### config.mk
export PLATFORM = sky130hd
export DESIGN_NAME = deser_output_ctrl
export DESIGN_NICKNAME = d
export VERILOG_FILES = /design/src/deser_pkg.sv /design/src/deser_output_ctrl.sv /design/src/lvds_framer.sv /design/src/pix_buf2.sv
export VERILOG_INCLUDE_DIRS = /design/src
export SDC_FILE = /design/constraint.sdc
export NUM_CORES = 1
export LEC_CHECK = 0
export ABC_AREA = 1
export BUFFER_PORTS_ARGS = -buffer_cell sky130_fd_sc_hd__buf_2
export CAP_MARGIN = 20
export CORE_ASPECT_RATIO = 1.75
export CORE_MARGIN = 2
export CORE_UTILIZATION = 40
export CTS_BUF_LIST = sky130_fd_sc_hd__clkbuf_8
export DETAILED_ROUTE_END_ITERATION = 7
export MAX_ROUTING_LAYER = met4
export PLACE_DENSITY_LB_ADDON = 0.12
export SYNTH_ARGS = -nofsm -noshare
export SYNTH_HDL_FRONTEND = slang
export SYNTH_SLANG_ARGS = --single-unit
### constraint.sdc
create_clock -name CLK_SYS -period 7.5 [get_ports CLK_SYS]
set_clock_uncertainty 0.15 [all_clocks]
set_input_delay 1.5 -clock CLK_SYS [delete_from_list [all_inputs] [get_ports CLK_SYS]]
set_output_delay 1.5 -clock CLK_SYS [all_outputs]
set_load 0.05 [all_outputs]
### src/deser_cfg.svh
`ifndef DESER_CFG_SVH
`define DESER_CFG_SVH

// ****************************************************************
// Clock and timing
// ****************************************************************
// System clock rate in kHz.
`define CLK_SYS_KHZ 250000
// Lowest pixel clock in normal and in low-frequency mode, kHz.
`define PCLK_MIN_KHZ_NORMAL 15000
`define PCLK_MIN_KHZ_LOWFREQ 5000
// Pixel clock periods without an edge before lock is declared lost.
`define STALL_PERIODS 2
// Longest wait rounds down, so the timeout never exceeds the figure.
`define STALL_CYC_NORMAL ((`CLK_SYS_KHZ * `STALL_PERIODS) / `PCLK_MIN_KHZ_NORMAL)
`define STALL_CYC_LOWFREQ ((`CLK_SYS_KHZ * `STALL_PERIODS) / `PCLK_MIN_KHZ_LOWFREQ)
// Consecutive pixel clock edges needed to complete the lock sequence.
`define LOCK_EDGES 64
// System cycles per LVDS bit period.
`define BIT_DIV 2

// ****************************************************************
// Frame layout
// ****************************************************************
`define LANE_BITS 7
`define LANE_COUNT 4
`define FRAME_BITS 28
`define PIX_BITS 27
// Clock lane pattern, first bit sent is the MSB: two high, three low, two high.
`define CLK_LANE_PATTERN 7'h63
// Pixel word field positions.
`define PIX_RED_LSB 0
`define PIX_GREEN_LSB 8
`define PIX_BLUE_LSB 16
`define PIX_HSYNC 24
`define PIX_VSYNC 25
`define PIX_DE 26

// ****************************************************************
// Audio master clock
// ****************************************************************
// Ratio code used while software has not taken over the field.
`define MCLK_CODE_DEFAULT 3'h1

`endif

### src/deser_pkg.sv
// ****************************************************************
// Shared types
// ****************************************************************
package deser_pkg;

  // Lock state of the clock recovery loop.
  typedef enum logic {
    LOCK_ACQUIRE,
    LOCK_HELD
  } lock_state_t;

  // Output behaviour picked from the drive enable and sleep state select.
  typedef enum logic [1:0] {
    OUT_PARK_LOW,
    OUT_PARK_HIZ,
    OUT_SLEEP_HOLD,
    OUT_LIVE
  } out_mode_t;

endpackage : deser_pkg

### src/deser_output_ctrl.sv
`timescale 1ns/1ps
`include "deser_cfg.svh"
module deser_output_ctrl #(
  parameter int LOCK_EDGES = `LOCK_EDGES,
  parameter int BIT_DIV = `BIT_DIV,
  parameter int BUF_DEPTH = 2
) (
  input wire logic CLK_SYS,
  input wire logic RST_B,
  input wire logic PCLK_IN,
  input wire logic SERIAL_ACTIVE,
  input wire logic PASS_IN,
  input wire logic [`PIX_BITS-1:0] PIX_IN,
  input wire logic [7:0] AUX_IN,
  input wire logic OUTPUT_DRIVE_ENABLE,
  input wire logic OUTPUT_SLEEP_STATE_SELECT,
  input wire logic BIT_MAP_SELECT_PIN,
  input wire logic BIT_MAP_SELECT_REG,
  input wire logic BIT_MAP_FROM_REG,
  input wire logic LOW_FREQ_MODE_PIN,
  input wire logic LOW_FREQ_MODE_REG,
  input wire logic LOW_FREQ_FROM_REG,
  input wire logic BACKWARD_COMPAT_MODE,
  input wire logic COLOR_18BIT,
  input wire logic CLK_LANE_OSC_EN,
  input wire logic AUDIO_PLL_EN,
  input wire logic MCLK_RATIO_OVERRIDE,
  input wire logic [2:0] MCLK_RATIO_SELECT,
  output logic LOCK,
  output logic LOCK_OE,
  output logic PASS,
  output logic PASS_OE,
  output logic [`PIX_BITS-1:0] PIX_OUT,
  output logic [7:0] AUX_OUT,
  output logic PAR_OE,
  output logic LVDS_CLOCK_OUT,
  output logic [`LANE_COUNT-1:0] LVDS_DATA_LANE,
  output logic LVDS_CLOCK_OE,
  output logic LVDS_DATA_OE,
  output logic LOW_FREQ_MODE_ACTIVE,
  output logic LINE_RATE_X4,
  output logic MCLK_ENABLE,
  output logic [2:0] MCLK_RATIO_CODE,
  output logic OVERRUN
);

  // ****************************************************************
  // Input synchronisers
  // ****************************************************************
  localparam int SW = 1 + 1 + 1 + `PIX_BITS + 8 + 16;

  logic [SW-1:0] raw;
  logic [SW-1:0] meta_q;
  logic [SW-1:0] sync_q;
  logic pclk_s;
  logic active_s;
  logic pass_s;
  logic [`PIX_BITS-1:0] pix_s;
  logic [7:0] aux_s;
  logic oen_s;
  logic oss_s;
  logic map_pin_s;
  logic map_reg_s;
  logic map_src_s;
  logic lf_pin_s;
  logic lf_reg_s;
  logic lf_src_s;
  logic backward_compat_mode_s;
  logic c18_s;
  logic osc_s;
  logic pll_s;
  logic ovr_s;
  logic [2:0] ratio_s;

  assign raw = {PCLK_IN, SERIAL_ACTIVE, PASS_IN, PIX_IN, AUX_IN, OUTPUT_DRIVE_ENABLE,
                OUTPUT_SLEEP_STATE_SELECT, BIT_MAP_SELECT_PIN, BIT_MAP_SELECT_REG, BIT_MAP_FROM_REG,
                LOW_FREQ_MODE_PIN, LOW_FREQ_MODE_REG, LOW_FREQ_FROM_REG, BACKWARD_COMPAT_MODE,
                COLOR_18BIT, CLK_LANE_OSC_EN, AUDIO_PLL_EN, MCLK_RATIO_OVERRIDE, MCLK_RATIO_SELECT};

  // Every pin passes two flip-flops; only the second stage is read.
  // No reset here, so the mode pins are already seen while power-down is held.
  always_ff @(posedge CLK_SYS) begin
    meta_q <= raw;
    sync_q <= meta_q;
  end

  assign {pclk_s, active_s, pass_s, pix_s, aux_s, oen_s, oss_s, map_pin_s, map_reg_s, map_src_s,
          lf_pin_s, lf_reg_s, lf_src_s, backward_compat_mode_s, c18_s, osc_s, pll_s, ovr_s, ratio_s} = sync_q;

  // ****************************************************************
  // Pixel clock edge detection
  // ****************************************************************
  logic pclk_prev_q;
  logic pclk_rise;

  // The pixel clock is sampled, not used as a clock, so it needs 3+ samples per phase.
  always_ff @(posedge CLK_SYS) begin
    if (!RST_B) begin
      pclk_prev_q <= 1'b1; // A pin already high at release gives no false edge.
    end else begin
      pclk_prev_q <= pclk_s;
    end
  end

  assign pclk_rise = pclk_s & ~pclk_prev_q;

  // ****************************************************************
  // Low-frequency mode and line rate
  // ****************************************************************
  logic lf_q;
  logic [7:0] stall_limit;

  // Mode is caught only while power-down is held, so a change needs a reset cycle.
  always_ff @(posedge CLK_SYS) begin
    if (!RST_B) begin
      lf_q <= lf_src_s ? lf_reg_s : lf_pin_s;
    end
  end

  // The slower range needs a longer silence before the input counts as static.
  assign stall_limit = lf_q ? 8'(`STALL_CYC_LOWFREQ) : 8'(`STALL_CYC_NORMAL);

  // Range and line-rate indications for the serial front end.
  always_ff @(posedge CLK_SYS) begin
    if (!RST_B) begin
      LOW_FREQ_MODE_ACTIVE <= 1'b0;
      LINE_RATE_X4 <= 1'b0;
    end else begin
      LOW_FREQ_MODE_ACTIVE <= lf_q;
      LINE_RATE_X4 <= lf_q & ~backward_compat_mode_s;
    end
  end

  // ****************************************************************
  // Lock acquisition
  // ****************************************************************
  deser_pkg::lock_state_t lock_state_q;
  logic [$clog2(LOCK_EDGES+1)-1:0] edge_cnt_q;
  logic [7:0] stall_q;
  logic stalled;

  assign stalled = (stall_q >= stall_limit) | ~active_s;

  // Silence counter: cleared by every rising pixel clock edge.
  always_ff @(posedge CLK_SYS) begin
    if (!RST_B) begin
      stall_q <= '0;
    end else if (pclk_rise) begin
      stall_q <= '0;
    end else if (stall_q != 8'hFF) begin
      stall_q <= 8'(stall_q + 1'b1);
    end
  end

  // Acquisition starts at release of power-down and falls back on silence.
  always_ff @(posedge CLK_SYS) begin
    if (!RST_B) begin
      lock_state_q <= deser_pkg::LOCK_ACQUIRE;
      edge_cnt_q <= '0;
    end else begin
      case (lock_state_q)
        deser_pkg::LOCK_ACQUIRE: begin
          if (stalled) begin
            edge_cnt_q <= '0;
          end else if (pclk_rise) begin
            if (edge_cnt_q == ($bits(edge_cnt_q))'(LOCK_EDGES - 1)) begin
              lock_state_q <= deser_pkg::LOCK_HELD;
            end
            edge_cnt_q <= ($bits(edge_cnt_q))'(edge_cnt_q + 1'b1);
          end
        end
        deser_pkg::LOCK_HELD: begin
          if (stalled) begin
            lock_state_q <= deser_pkg::LOCK_ACQUIRE;
            edge_cnt_q <= '0;
          end
        end
        default: begin
          lock_state_q <= deser_pkg::LOCK_ACQUIRE;
        end
      endcase
    end
  end

  logic locked;
  assign locked = (lock_state_q == deser_pkg::LOCK_HELD);

  // ****************************************************************
  // Output mode selection
  // ****************************************************************
  deser_pkg::out_mode_t out_mode;

  always_comb begin
    if (!oen_s) begin
      out_mode = oss_s ? deser_pkg::OUT_PARK_HIZ : deser_pkg::OUT_PARK_LOW;
    end else if (!oss_s || !locked || stalled) begin
      out_mode = deser_pkg::OUT_SLEEP_HOLD;
    end else begin
      out_mode = deser_pkg::OUT_LIVE;
    end
  end

  // ****************************************************************
  // Pixel capture, buffer and frame building
  // ****************************************************************
  logic [`FRAME_BITS-1:0] frame_word;
  logic map_msb;
  logic buf_in_ready;
  logic buf_out_valid;
  logic buf_out_ready;
  logic [`FRAME_BITS-1:0] buf_out_data;
  logic [7:0] red;
  logic [7:0] grn;
  logic [7:0] blu;
  logic [5:0] r6;
  logic [5:0] g6;
  logic [5:0] b6;
  logic [6:0] lane3;

  assign map_msb = map_src_s ? map_reg_s : map_pin_s;
  assign red = pix_s[`PIX_RED_LSB +: 8];
  assign grn = pix_s[`PIX_GREEN_LSB +: 8];
  assign blu = pix_s[`PIX_BLUE_LSB +: 8];

  // Lane 3 carries the two colour bits of each channel that lanes 0-2 leave out, except in 18-bit mode where it carries zeros.
  always_comb begin
    if (c18_s) begin
      r6 = red[7:2];
      g6 = grn[7:2];
      b6 = blu[7:2];
      lane3 = '0;
    end else if (map_msb) begin
      r6 = red[5:0];
      g6 = grn[5:0];
      b6 = blu[5:0];
      lane3 = {1'b0, blu[7:6], grn[7:6], red[7:6]};
    end else begin
      r6 = red[7:2];
      g6 = grn[7:2];
      b6 = blu[7:2];
      lane3 = {1'b0, blu[1:0], grn[1:0], red[1:0]};
    end
  end

  // Frame order: lane 3 | lane 2 | lane 1 | lane 0, seven bits each.
  assign frame_word = {lane3,
                       pix_s[`PIX_DE], pix_s[`PIX_VSYNC], pix_s[`PIX_HSYNC], b6[5:2],
                       b6[1:0], g6[5:1],
                       g6[0], r6};

  // One word per pixel edge while locked; the buffer absorbs framer stalls.
  pix_buf2 #(
    .WIDTH(`FRAME_BITS),
    .DEPTH(BUF_DEPTH)
  ) u_buf (
    .clk(CLK_SYS),
    .rst_b(RST_B),
    .in_valid(pclk_rise & locked),
    .in_ready(buf_in_ready),
    .in_data(frame_word),
    .out_valid(buf_out_valid),
    .out_ready(buf_out_ready),
    .out_data(buf_out_data)
  );

  logic osc_q;
  logic fr_clk;
  logic [`LANE_COUNT-1:0] fr_data;

  // Oscillation permit is cleared by reset and follows its pin afterwards.
  always_ff @(posedge CLK_SYS) begin
    if (!RST_B) begin
      osc_q <= 1'b0;
    end else begin
      osc_q <= osc_s;
    end
  end

  lvds_framer #(
    .BIT_DIV(BIT_DIV)
  ) u_framer (
    .clk(CLK_SYS),
    .rst_b(RST_B),
    .frame_valid(buf_out_valid),
    .frame_ready(buf_out_ready),
    .frame_data(buf_out_data),
    .idle_run(osc_q & stalled & (out_mode == deser_pkg::OUT_SLEEP_HOLD) & ~oss_s),
    .clk_lane(fr_clk),
    .data_lane(fr_data)
  );

  // A pixel edge that finds the buffer full is reported; the stream cannot be stalled.
  always_ff @(posedge CLK_SYS) begin
    if (!RST_B) begin
      OVERRUN <= 1'b0;
    end else begin
      OVERRUN <= pclk_rise & locked & ~buf_in_ready;
    end
  end

  // ****************************************************************
  // Pin drivers
  // ****************************************************************
  // Lock: undriven before lock with drive enable low; high once locked unless drive enable is high with sleep select low; low otherwise.
  always_ff @(posedge CLK_SYS) begin
    if (!RST_B) begin
      LOCK <= 1'b0;
      LOCK_OE <= 1'b0;
    end else begin
      LOCK_OE <= locked | oen_s;
      LOCK <= locked & (~oen_s | oss_s);
    end
  end

  // Pass, parallel data and lanes follow the output mode.
  always_ff @(posedge CLK_SYS) begin
    if (!RST_B) begin
      PASS <= 1'b0;
      PASS_OE <= 1'b0;
      PIX_OUT <= '0;
      AUX_OUT <= '0;
      PAR_OE <= 1'b0;
      LVDS_CLOCK_OUT <= 1'b0;
      LVDS_DATA_LANE <= '0;
      LVDS_CLOCK_OE <= 1'b0;
      LVDS_DATA_OE <= 1'b0;
    end else begin
      case (out_mode)
        deser_pkg::OUT_PARK_HIZ: begin
          PASS_OE <= 1'b0;
          PAR_OE <= 1'b0;
          LVDS_CLOCK_OE <= 1'b0;
          LVDS_DATA_OE <= 1'b0;
        end
        deser_pkg::OUT_LIVE: begin
          PASS_OE <= 1'b1;
          PAR_OE <= 1'b1;
          LVDS_CLOCK_OE <= 1'b1;
          LVDS_DATA_OE <= 1'b1;
          PASS <= pass_s;
          if (pclk_rise) begin
            PIX_OUT <= pix_s;
            AUX_OUT <= aux_s;
          end
          LVDS_CLOCK_OUT <= fr_clk;
          LVDS_DATA_LANE <= fr_data;
        end
        deser_pkg::OUT_SLEEP_HOLD: begin
          PASS_OE <= 1'b1;
          PAR_OE <= 1'b1;
          LVDS_CLOCK_OE <= 1'b1;
          LVDS_DATA_OE <= 1'b1;
          // Pass keeps its last value only when sleep select is high, on static input or before lock.
          if (!oss_s) begin
            PASS <= 1'b0;
          end
          PIX_OUT <= '0;
          AUX_OUT <= '0;
          LVDS_DATA_LANE <= '0;
          LVDS_CLOCK_OUT <= fr_clk & osc_q & ~oss_s & stalled;
        end
        default: begin
          PASS_OE <= 1'b1;
          PAR_OE <= 1'b1;
          LVDS_CLOCK_OE <= 1'b1;
          LVDS_DATA_OE <= 1'b1;
          PASS <= 1'b0;
          PIX_OUT <= '0;
          AUX_OUT <= '0;
          LVDS_CLOCK_OUT <= 1'b0;
          LVDS_DATA_LANE <= '0;
        end
      endcase
    end
  end

  // ****************************************************************
  // Audio master clock control
  // ****************************************************************
  // Default ratio is twice the bit clock until software overrides it.
  always_ff @(posedge CLK_SYS) begin
    if (!RST_B) begin
      MCLK_ENABLE <= 1'b0;
      MCLK_RATIO_CODE <= `MCLK_CODE_DEFAULT;
    end else begin
      MCLK_ENABLE <= pll_s;
      MCLK_RATIO_CODE <= ovr_s ? ratio_s : `MCLK_CODE_DEFAULT;
    end
  end

endmodule : deser_output_ctrl

### src/lvds_framer.sv
`timescale 1ns/1ps
`include "deser_cfg.svh"
// Shifts one 28-bit frame out over four data lanes and the clock lane.
module lvds_framer #(
  parameter int BIT_DIV = `BIT_DIV
) (
  input wire logic clk,
  input wire logic rst_b,
  input wire logic frame_valid,
  output logic frame_ready,
  input wire logic [`FRAME_BITS-1:0] frame_data,
  input wire logic idle_run,
  output logic clk_lane,
  output logic [`LANE_COUNT-1:0] data_lane
);

  localparam int DW = (BIT_DIV > 1) ? $clog2(BIT_DIV) : 1;

  logic [DW-1:0] div_q;
  logic bit_en;
  logic [2:0] bit_q;
  logic busy_q;
  logic load;
  logic [`LANE_BITS-1:0] clk_sr_q;
  logic [`LANE_BITS-1:0] lane_sr_q [`LANE_COUNT];

  // Bit period enable from a divider of the system clock.
  assign bit_en = (div_q == '0);
  always_ff @(posedge clk) begin
    if (!rst_b) begin
      div_q <= '0;
    end else begin
      div_q <= (div_q == DW'(BIT_DIV - 1)) ? '0 : DW'(div_q + 1'b1);
    end
  end

  // A frame is taken at a bit boundary when idle or in the last bit of the one before,
  // so back-to-back pixels give frames with no gap between them.
  assign load = ~busy_q | (bit_q == 3'(`LANE_BITS - 1));
  assign frame_ready = bit_en & load;

  // Bit counter: seven periods per frame, one frame per buffered pixel.
  always_ff @(posedge clk) begin
    if (!rst_b) begin
      bit_q <= '0;
      busy_q <= 1'b0;
    end else if (bit_en) begin
      if (load) begin
        busy_q <= frame_valid | idle_run;
        bit_q <= '0;
      end else begin
        bit_q <= 3'(bit_q + 1'b1);
      end
    end
  end

  // Clock lane repeats its 4:3 pattern aligned to every frame.
  always_ff @(posedge clk) begin
    if (!rst_b) begin
      clk_sr_q <= '0;
    end else if (bit_en) begin
      if (load && (frame_valid || idle_run)) begin
        clk_sr_q <= `CLK_LANE_PATTERN;
      end else if (busy_q) begin
        clk_sr_q <= {clk_sr_q[`LANE_BITS-2:0], 1'b0};
      end
    end
  end

  // Data lane shifters; an idle frame carries zeros.
  for (genvar g = 0; g < `LANE_COUNT; g++) begin : g_lane
    always_ff @(posedge clk) begin
      if (!rst_b) begin
        lane_sr_q[g] <= '0;
      end else if (bit_en) begin
        if (load) begin
          lane_sr_q[g] <= frame_valid ? frame_data[g*`LANE_BITS +: `LANE_BITS] : '0;
        end else begin
          lane_sr_q[g] <= {lane_sr_q[g][`LANE_BITS-2:0], 1'b0};
        end
      end
    end
    assign data_lane[g] = busy_q & lane_sr_q[g][`LANE_BITS-1];
  end

  assign clk_lane = busy_q & clk_sr_q[`LANE_BITS-1];

endmodule : lvds_framer

### src/pix_buf2.sv
`timescale 1ns/1ps
// Two-entry buffer in the pixel path, valid and ready on both sides.
module pix_buf2 #(
  parameter int WIDTH = 28,
  parameter int DEPTH = 2
) (
  input wire logic clk,
  input wire logic rst_b,
  input wire logic in_valid,
  output logic in_ready,
  input wire logic [WIDTH-1:0] in_data,
  output logic out_valid,
  input wire logic out_ready,
  output logic [WIDTH-1:0] out_data
);

  localparam int AW = (DEPTH > 1) ? $clog2(DEPTH) : 1;

  logic [WIDTH-1:0] mem_q [DEPTH];
  logic [AW-1:0] wr_q;
  logic [AW-1:0] rd_q;
  logic [AW:0] cnt_q;
  logic push;
  logic pop;

  // Full and empty come straight from the occupancy count.
  assign in_ready = (cnt_q != (AW+1)'(DEPTH));
  assign out_valid = (cnt_q != '0);
  assign out_data = mem_q[rd_q];
  assign push = in_valid & in_ready;
  assign pop = out_valid & out_ready;

  // Storage write.
  always_ff @(posedge clk) begin
    if (push) begin
      mem_q[wr_q] <= in_data;
    end
  end

  // Pointers and count.
  always_ff @(posedge clk) begin
    if (!rst_b) begin
      wr_q <= '0;
      rd_q <= '0;
      cnt_q <= '0;
    end else begin
      if (push) begin
        wr_q <= (wr_q == AW'(DEPTH - 1)) ? '0 : AW'(wr_q + 1'b1);
      end
      if (pop) begin
        rd_q <= (rd_q == AW'(DEPTH - 1)) ? '0 : AW'(rd_q + 1'b1);
      end
      cnt_q <= (AW+1)'(cnt_q + {{AW{1'b0}}, push} - {{AW{1'b0}}, pop});
    end
  end

endmodule : pix_buf2

# == Word-level counts from Yosys, hierarchy flattened ==
# Memory sizes are Yosys's and may differ from the RTL's. A register that Yosys moved wholly into a read port is not among the register bits.
# Index checks and enable logic that the tools add are counted.
# word_totals
ff_bits,194
mem_bits_rw,82
in_bits,56
output_inout_bits,54
elab_cells,171
n_memories,2
# op_classes
add_sub_neg,8
order_cmp,1
eq_ne,11
mux,62
n_bitwise,43
reduce_logical,16
# memory_table
name,words,width,rd,rd_clocked_by_memory_dff,write_ports,line_no,rtl
u_buf.mem_q,2,27,1,1,1,pix_buf2.sv:19,logic [WIDTH-1:0] mem_q [DEPTH];
u_framer.lane_sr_q,4,7,4,0,4,lvds_framer.sv:25,logic [`LANE_BITS-1:0] lane_sr_q [`LANE_COUNT];
# ops
cell,n
two-way mux 7 bit,18
case mux 27 bit (2 select lines),1
two-way mux 6 bit,8
two-way mux 27 bit,1
two-way mux 1 bit,25
AND 1 bit,19
case mux 8 bit (2 select lines),1
case mux 7 bit (2 select lines),1
OR 1 bit,13
AND reduction 2 bit,6
NOT 1 bit,11
adder 8 x 1 -> 8 bit (second input constant),1
>= comparator 8 x 7 -> 1 bit,1
two-way mux 8 bit,1
!= test 8 bit (second input constant),1
case mux 4 bit (2 select lines),1
adder 7 x 1 -> 7 bit (second input constant),1
equality test 7 x 6 -> 1 bit (second input constant),1
!= test 2 bit (second input constant),3
case mux 1 bit (3 select lines),2
equality test 2 bit (second input constant),2
nonzero test 2 bit,2
OR reduction 2 bit,2
adder 1 bit (second input constant),3
13 further kinds,16

# == Depth between registers and ports, before layout ==
# Gate-level depths: netlist of run 1.
# depth
ltp_word,13
ltp_mapped,15

# == Cells and area by module ==
# A second synthesis of run 1 with hierarchy kept.
# unflattened
hier_cells,968
hier_area_um2,9869.5
# modules_own_cells
module,n_inst,cells_each,area_each_um2
deser_output_ctrl,1,645,5635.4
pix_buf2,1,123,2358.5
lvds_framer,1,200,1875.5

# == Least setup slack after synthesis of run 1 ==
# OpenSTA, ideal clock, no wires.
# synth_timing
path_type,input -> register
startpoint,input RST_B
endpoint,memory u_framer.lane_sr_q[0][0] (netlist bit) (enable)
setup_ps,386
arrival_ps,2290
required_ps,6964
setup_slack_ps,4674
path_stages,2
n_path_buf,1
cell_sequence,buf_2 nand2_1
# synth_rtl
element,line_no,rtl
"start, declared",deser_output_ctrl.sv:9,"input wire logic RST_B,"
"end, declared",lvds_framer.sv:25,

==> qor.txt, run 1 <==
compound-gate portion of the synthesized area = 7.455%
power share of the sequential group = 55.9%
Setup CP Type = in -> reg
XOR/XNOR share of the synthesized area = 0.6666%
peak supply drop = 0.1506 mV
Worst Path Max Fanout = 55
first-pass iteration count of the detailed router = 4
Post-CTS Setup Bufs = 0
fraction of layout cells with a size suffix above 1 = 18.17%
r2r startpoint = lf_q$_DFFE_PN_
Worst Setup End Kind = register
Synth warnings = 0
hold buffer count at cts = 0
Post-Syn Nets = 932
hold depth = 0
Slowest cell on crit path = nand2_1
r2r setup slk = 4580 ps
Syn-to-layout area delta = 16.92%
commonest non-fill, non-tap cell in the layout = dfxtp_1
antenna diode count = 0
worst relative slew slack = 47.13%
Synth Cell Area = 9198 µm²
Seq/Total Area, Yosys = 69.32%
largest net degree at the start of global routing = 56
vias per cell = 4.514
H-tree levels = 2
Final min period = 3240 ps
Slew Viols, Final = 0
gpl congestion = 0.7983
Gate power share = 4.7%
Clock Latency Late Sink = 550 ps
CTS resizes = 0
Die X = 118.6 µm
Hold Fails Final Rpt = 0
post-synthesis simple-gate area fraction = 13.49%
overall routing resource usage = 15.06%
Die H = 204.6 µm
Final Cycle Share = 43.20%
Final ANT Viol Nets = 0
drc violations = 0
Max Cap Viol = 0
worst path required time = 7720 ps
Row Count = 73
mux share of post-synthesis cell area = 2.081%
Power per Cell Area = 268.5 nW/µm²
IO buf count = 109
core area = 22650 µm²
RSZ-0062 raised after global routing = false
synth unique cells = 35
CTS tree = built
Slew @ Worst Pin = 790.3 ps
R2R Path End = PIX_OUT[7]$_SDFFE_PN0P_
initial antenna violation count = 0
setup TNS = 0 ps
Ports = 110
DR vias = 5949
Filler Cell Count = 2251
Initial Util = 40.60%
Reg clk slew, reported paths = 60 ps
GRT overflow = 0
Lkg Pwr = 0.004812 µW
adder-cell share of the synthesized area = 1.224%
most frequent cells in the layout = dfxtp_1, nor2_1, buf_2
first-pass GRT wire length = 28650 µm
root buffer cell = clkbuf_8
endpoints failing setup = 0
#FFs+latches synth = 277
Pint = 2232 µW
worst min-delay path class = reg -> reg
FF/Latch Area = 6376 µm²
slowest stage delay, CP = 470 ps
clock network fraction of design power = 39.4%
Syn Area/Cell = 10.61 µm²
Sw Share = 22.68%
die area = 24270 µm²
main combinational cell family by area after synthesis = simple AND/OR/NAND/NOR gates
Critical Path Start Type = input port
Post-Syn Instances = 867
Hold Startpoint = meta_q[10]$_DFF_P_
WL per Instance = 13.08 µm
Worst Path Arrival = 3460 ps
switching power = 654.9 µW
# clock sinks = 277
post-layout util = 47.48%
worst r2r path cells = 14
final WL = 17240 µm
CTS max path bufs = 3
CTS Buf Count = 41
Initial DRC Count = 220
nets = 1055
area occupied by multi-input gates = 2297 µm²
vias in the first global route = 5963
Post-DP HPWL = 11440 µm
status = finished clean
crit-path cells = buf_2 > buf_4 > inv_2 > nor3_1 > nand2_1 > o21ai_0
maximum clock rate = 308.6 MHz
Hold Path Sink = sync_q[10]$_DFF_P_
flip-flops by register name (all words and copies together), names as in the netlist, 2 cells and up, named ones only:
signal / count
AUX_OUT: 8
LVDS_DATA_LANE: 4
MCLK_RATIO_CODE: 3
PIX_OUT: 27
edge_cnt_q: 7
meta_q: 54
stall_q: 8
sync_q: 54
u_buf.cnt_q: 2
u_buf.mem_q: 54
u_framer.bit_q: 3
u_framer.clk_sr_q: 7
u_framer.lane_sr_q: 28
worst max-delay path by stage:
stage | from | to | slack [ps] | cells after the start
finish | RST_B | u_framer.lane_sr_q[1][3]$_DFFE_PP_ | 4260 | 6
global route | RST_B | u_framer.lane_sr_q[0][4]$_DFFE_PP_ | 3940 | 6
floorplan | RST_B | u_framer.lane_sr_q[0][0]$_SDFFCE_PP0P_ | 4670 | 2
global placement | RST_B | u_framer.lane_sr_q[1][4]$_DFFE_PP_ | 3760 | 6
CTS | RST_B | u_framer.lane_sr_q[1][3]$_DFFE_PP_ | 4250 | 6
detailed placement | RST_B | u_framer.lane_sr_q[3][2]$_DFFE_PP_ | 3670 | 6
synthesized netlist by cell type:
master,number,area share (%)
or2_2,6,0.41
nor2_1,154,6.3
mux2i_1,18,2.0
nor4_1,2,0.14
xnor2_1,1,0.095
o22ai_1,2,0.14
nand4_1,6,0.41
buf_4,3,0.24
nand2_2,2,0.14
a211oi_1,1,0.082
o2111ai_1,2,0.19
nor3_4,1,0.18
a21oi_1,35,1.9
nor3b_1,1,0.082
buf_6,6,0.73
buf_1,1,0.041
mux2_2,1,0.12
clkbuf_1,14,0.57
nand2_1,92,3.8
edfxtp_1,83,27
and3_1,3,0.20
o21ai_1,5,0.27
clkinv_1,1,0.041
nor3_1,3,0.16
ha_1,9,1.2
dfxtp_1,194,42
o21ai_0,83,4.5
nand3_1,30,1.6
o211ai_1,2,0.16
inv_1,82,3.3
nor3_2,1,0.11
xor2_1,6,0.57
inv_2,3,0.12
o41ai_1,2,0.19
buf_2,12,0.65
metal layers:
metal / GRT usage (%) / vias to the layer above / routed length (µm)
met5: - / - / 0
met4: 7.058 / 0 / 511
met3: 3.341 / 44 / 851
met2: 27.05 / 137 / 9062
met1: 15.50 / 2694 / 6819
li1: - / 3074 / -
through the flow:
stage / hold WS [ps] / std cells / total power [µW] / area (µm²) / setup slack [ps]
2_1_floorplan: 159.6 / 867 / 1737 / 9198 / 4674
3_3_place_gp: 159.7 / 1245 / 1781 / 9955 / 3761
3_5_place_dp: 162.1 / 1246 / 1784 / 9970 / 3672
4_1_cts: 172.0 / 1317 / 2937 / 10750 / 4255
5_1_grt: 177.0 / 1318 / 3024 / 10750 / 3945
6_report: 168.1 / 1318 / 2887 / 10750 / 4260
critical path: cells and delay by family:
kind / cells / cell delay, ps
AOI/OAI and AO/OA: 1 / 300
and+or+nand+nor: 2 / 850
buffers and inverters: 3 / 790
power groups by stage:
stage | clock network, µW | registers, µW | logic (µW)
2_1_floorplan | 0 | 1670 | 64.2
3_3_place_gp | 0 | 1650 | 135
3_5_place_dp | 0 | 1650 | 137
4_1_cts | 1190 | 1610 | 138
5_1_grt | 1250 | 1620 | 153
6_report | 1140 | 1610 | 136
kinds of logic (layout without fill, tap and decap cells):
logic type                 count (synthesis)  after routing
and+or+nand+nor                          301            301
DFF                                      277            277
AOI/OAI and AO/OA                        132            132
buffers and inverters                    122            273
muxes                                     19             19
adders and majority gates                  9              9
xor gates and xnor gates                   7              7
layout make-up:
| cell class | instances | share of cell area (%) |
|---|---|---|
| clock buffers | 50 | 6.399 |
| clock inverters | 21 | 0.8261 |
| inverters | 86 | 3.002 |
| multi-input cells | 468 | 21.36 |
| flip-flops and latches | 277 | 59.29 |
| well taps | 300 | 3.490 |
| repair buffers | 116 | 5.631 |
Note: power is estimated with default switching activity, not from simulation.
==> run 2: changes to the inputs <==
==> constraint.sdc (replaced) <==
create_clock -name CLK_SYS -period 3.19 [get_ports CLK_SYS]
set_clock_uncertainty 0.15 [all_clocks]
set_input_delay 0.638 -clock CLK_SYS [delete_from_list [all_inputs] [get_ports CLK_SYS]]
set_output_delay 0.638 -clock CLK_SYS [all_outputs]
set_load 0.05 [all_outputs]
==> run 2 against run 1 <==
  * Routed wire length increased by 4.1%
  * Die area did not move
  * Worst setup slack lost 3500 ps
  * Combinational power grew 150%
  * Via count up 2.9%
  * Utilization is 1.2 points higher
  * Hold slack worse by 130 ps
  * Count of clock-buffer cells in the layout is 3 higher
  * Cell area is 2.5% higher
  * Flip-flop and latch count did not move
  * Critical path type is now reg -> reg
  * Largest power group unchanged
  * Highest routed layer unchanged
==> qor.txt, run 2 (same netlist as run 1, synthesis figures left out) <==
status = finished clean
Worst Setup End Kind = register
setup TNS = 0 ps (unchanged)
Slowest cell on crit path = nand2_2
drc violations = 0 (unchanged)
die area = 24270 µm² (unchanged)
Post-DP HPWL = 11720 µm (+2.4%)
crit-path most repeated cell = nand2_1
vias per cell = 4.570 (+1.3%)
Hold Fails Final Rpt = 0 (unchanged)
vias in the first global route = 6129 (+2.8%)
commonest non-fill, non-tap cell in the layout = dfxtp_1
overall routing resource usage = 15.47% (+0.41 points)
endpoints failing setup = 0 (unchanged)
most frequent cells in the layout = dfxtp_1, nor2_1, buf_2
Initial DRC Count = 225 (+2.3%)
worst min-delay path class = in -> reg
final WL = 17950 µm (+4.1%)
worst relative slew slack = 41.29% (-5.8 points)
core area = 22650 µm² (unchanged)
CTS tree = built
GRT overflow = 0 (unchanged)
Lkg Pwr = 0.004939 µW (+2.6%)
peak supply drop = 0.4340 mV (+190%)
Worst Path Max Fanout = 38 (-31%)
Slew @ Worst Pin = 877.6 ps (+87.29 ps)
Max Cap Viol = 0 (unchanged)
delay-heaviest family, CP = simple AND/OR/NAND/NOR gates
initial antenna violation count = 0 (unchanged)
Slew Viols, Final = 0 (unchanged)
FF/Latch Area = 6376 µm² (unchanged)
slowest stage delay, CP = 500 ps (+30 ps)
Ports = 110 (unchanged)
CTS Buf Count = 42 (+2.4%)
crit-path cells = inv_1 > ha_1 > inv_1 > nand3_1 > nand2_1 > nand2_1 > nand2_1 > nand2_1 > inv_2 > nand2_2 > nor2_1 > o21ai_0 > nor2_1
hold buffer count at cts = 13 (+13)
area occupied by multi-input gates = 2297 µm² (unchanged)
Final min period = 2457 ps
CTS max path bufs = 3 (unchanged)
H-tree levels = 2 (unchanged)
Worst Path Arrival = 2790 ps (-670 ps)
Clock Latency Late Sink = 560 ps (about the same)
Die X = 118.6 µm (unchanged)
maximum clock rate = 407.1 MHz
smallest hold slack = 33.94 ps (-134.1 ps)
IO buf count = 109 (unchanged)
Row Count = 73 (unchanged)
Post-CTS Setup Bufs = 0 (unchanged)
Initial Util = 40.60% (unchanged)
Setup CP Type = reg -> reg
first-pass GRT wire length = 29170 µm (+1.8%)
Power per Cell Area = 642.5 nW/µm² (+140%)
Syn-to-layout area delta = 19.83%
WL per Instance = 13.40 µm (+2.4%)
gpl congestion = 0.7812 (-2.1%)
Die H = 204.6 µm (unchanged)
Filler Cell Count = 2227 (-1.1%)
root buffer cell = clkbuf_8
nets = 1074 (+1.8%)
Final ANT Viol Nets = 0 (unchanged)
Final Cycle Share = 77.01%
antenna diode count = 0 (unchanged)
Reg clk slew, reported paths = 70 ps (about the same)
largest net degree at the start of global routing = 54 (-3.6%)
worst path required time = 3520 ps (-4200 ps)
CTS resizes = 0 (unchanged)
WP buf/inv = 3 (unchanged)
Largest regs = meta_q: 54 flops, sync_q: 54 flops, u_buf.mem_q: 54 flops
fraction of layout cells with a size suffix above 1 = 18.75% (+0.58 points)
RSZ-0062 raised after global routing = false
first-pass iteration count of the detailed router = 7 (+3)
# clock sinks = 277 (unchanged)
DR vias = 6124 (+2.9%)
Critical Path Start Type = register
[run 2: area by class of cell]
type                            instances  share of cell area [%]
Tap cell                              300                   3.406
Sequential cell                       277                   57.85
Clock buffer                           53                   6.618
Timing Repair Buffer                  134                   7.084
Clock inverter                         22                   1.271
Inverter                               86                   2.929
Multi-Input combinational cell        468                   20.84
[run 2: power breakdown]
group          internal (µW)  total, µW  switching [µW]
combinational            100        336             236
clock                   1650       2950            1300
sequential              3750       3790            45.2
total                   5500       7080            1580
[run 2: path summary, 6_finish.rpt]
check,slack (ps),to,depth (start not counted),startpoint
setup / recovery,730,PIX_OUT[11]$_SDFFE_PN0P_,13,lf_q$_DFFE_PN_
hold / removal,30,meta_q[37]$_DFF_P_,1,PIX_IN[13]
setup reg to reg,730,PIX_OUT[11]$_SDFFE_PN0P_,13,lf_q$_DFFE_PN_
hold reg to reg,170,sync_q[46]$_DFF_P_,0,meta_q[46]$_DFF_P_
[run 2: per-stage QoR]
step | setup WS, ps | cells | total power, µW | area (µm²) | utilization [%]
3_5_place_dp | 698.8 | 1251 | 4200 | 10010 | 44.20
3_3_place_gp | 748.5 | 1251 | 4195 | 10010 | 44.20
4_1_cts | 688.8 | 1339 | 7205 | 11010 | 48.61
6_report | 733.4 | 1340 | 7082 | 11020 | 48.66
2_1_floorplan | 711.1 | 867 | 4085 | 9198 | -
5_1_grt | 413.1 | 1340 | 7394 | 11020 | 48.66
[run 2: routing by layer]
layer / track usage, % / wire length [µm]
met5: - / 0
met4: 7.483 / 609
met3: 3.619 / 903
met2: 28.49 / 9489
met1: 15.10 / 6949
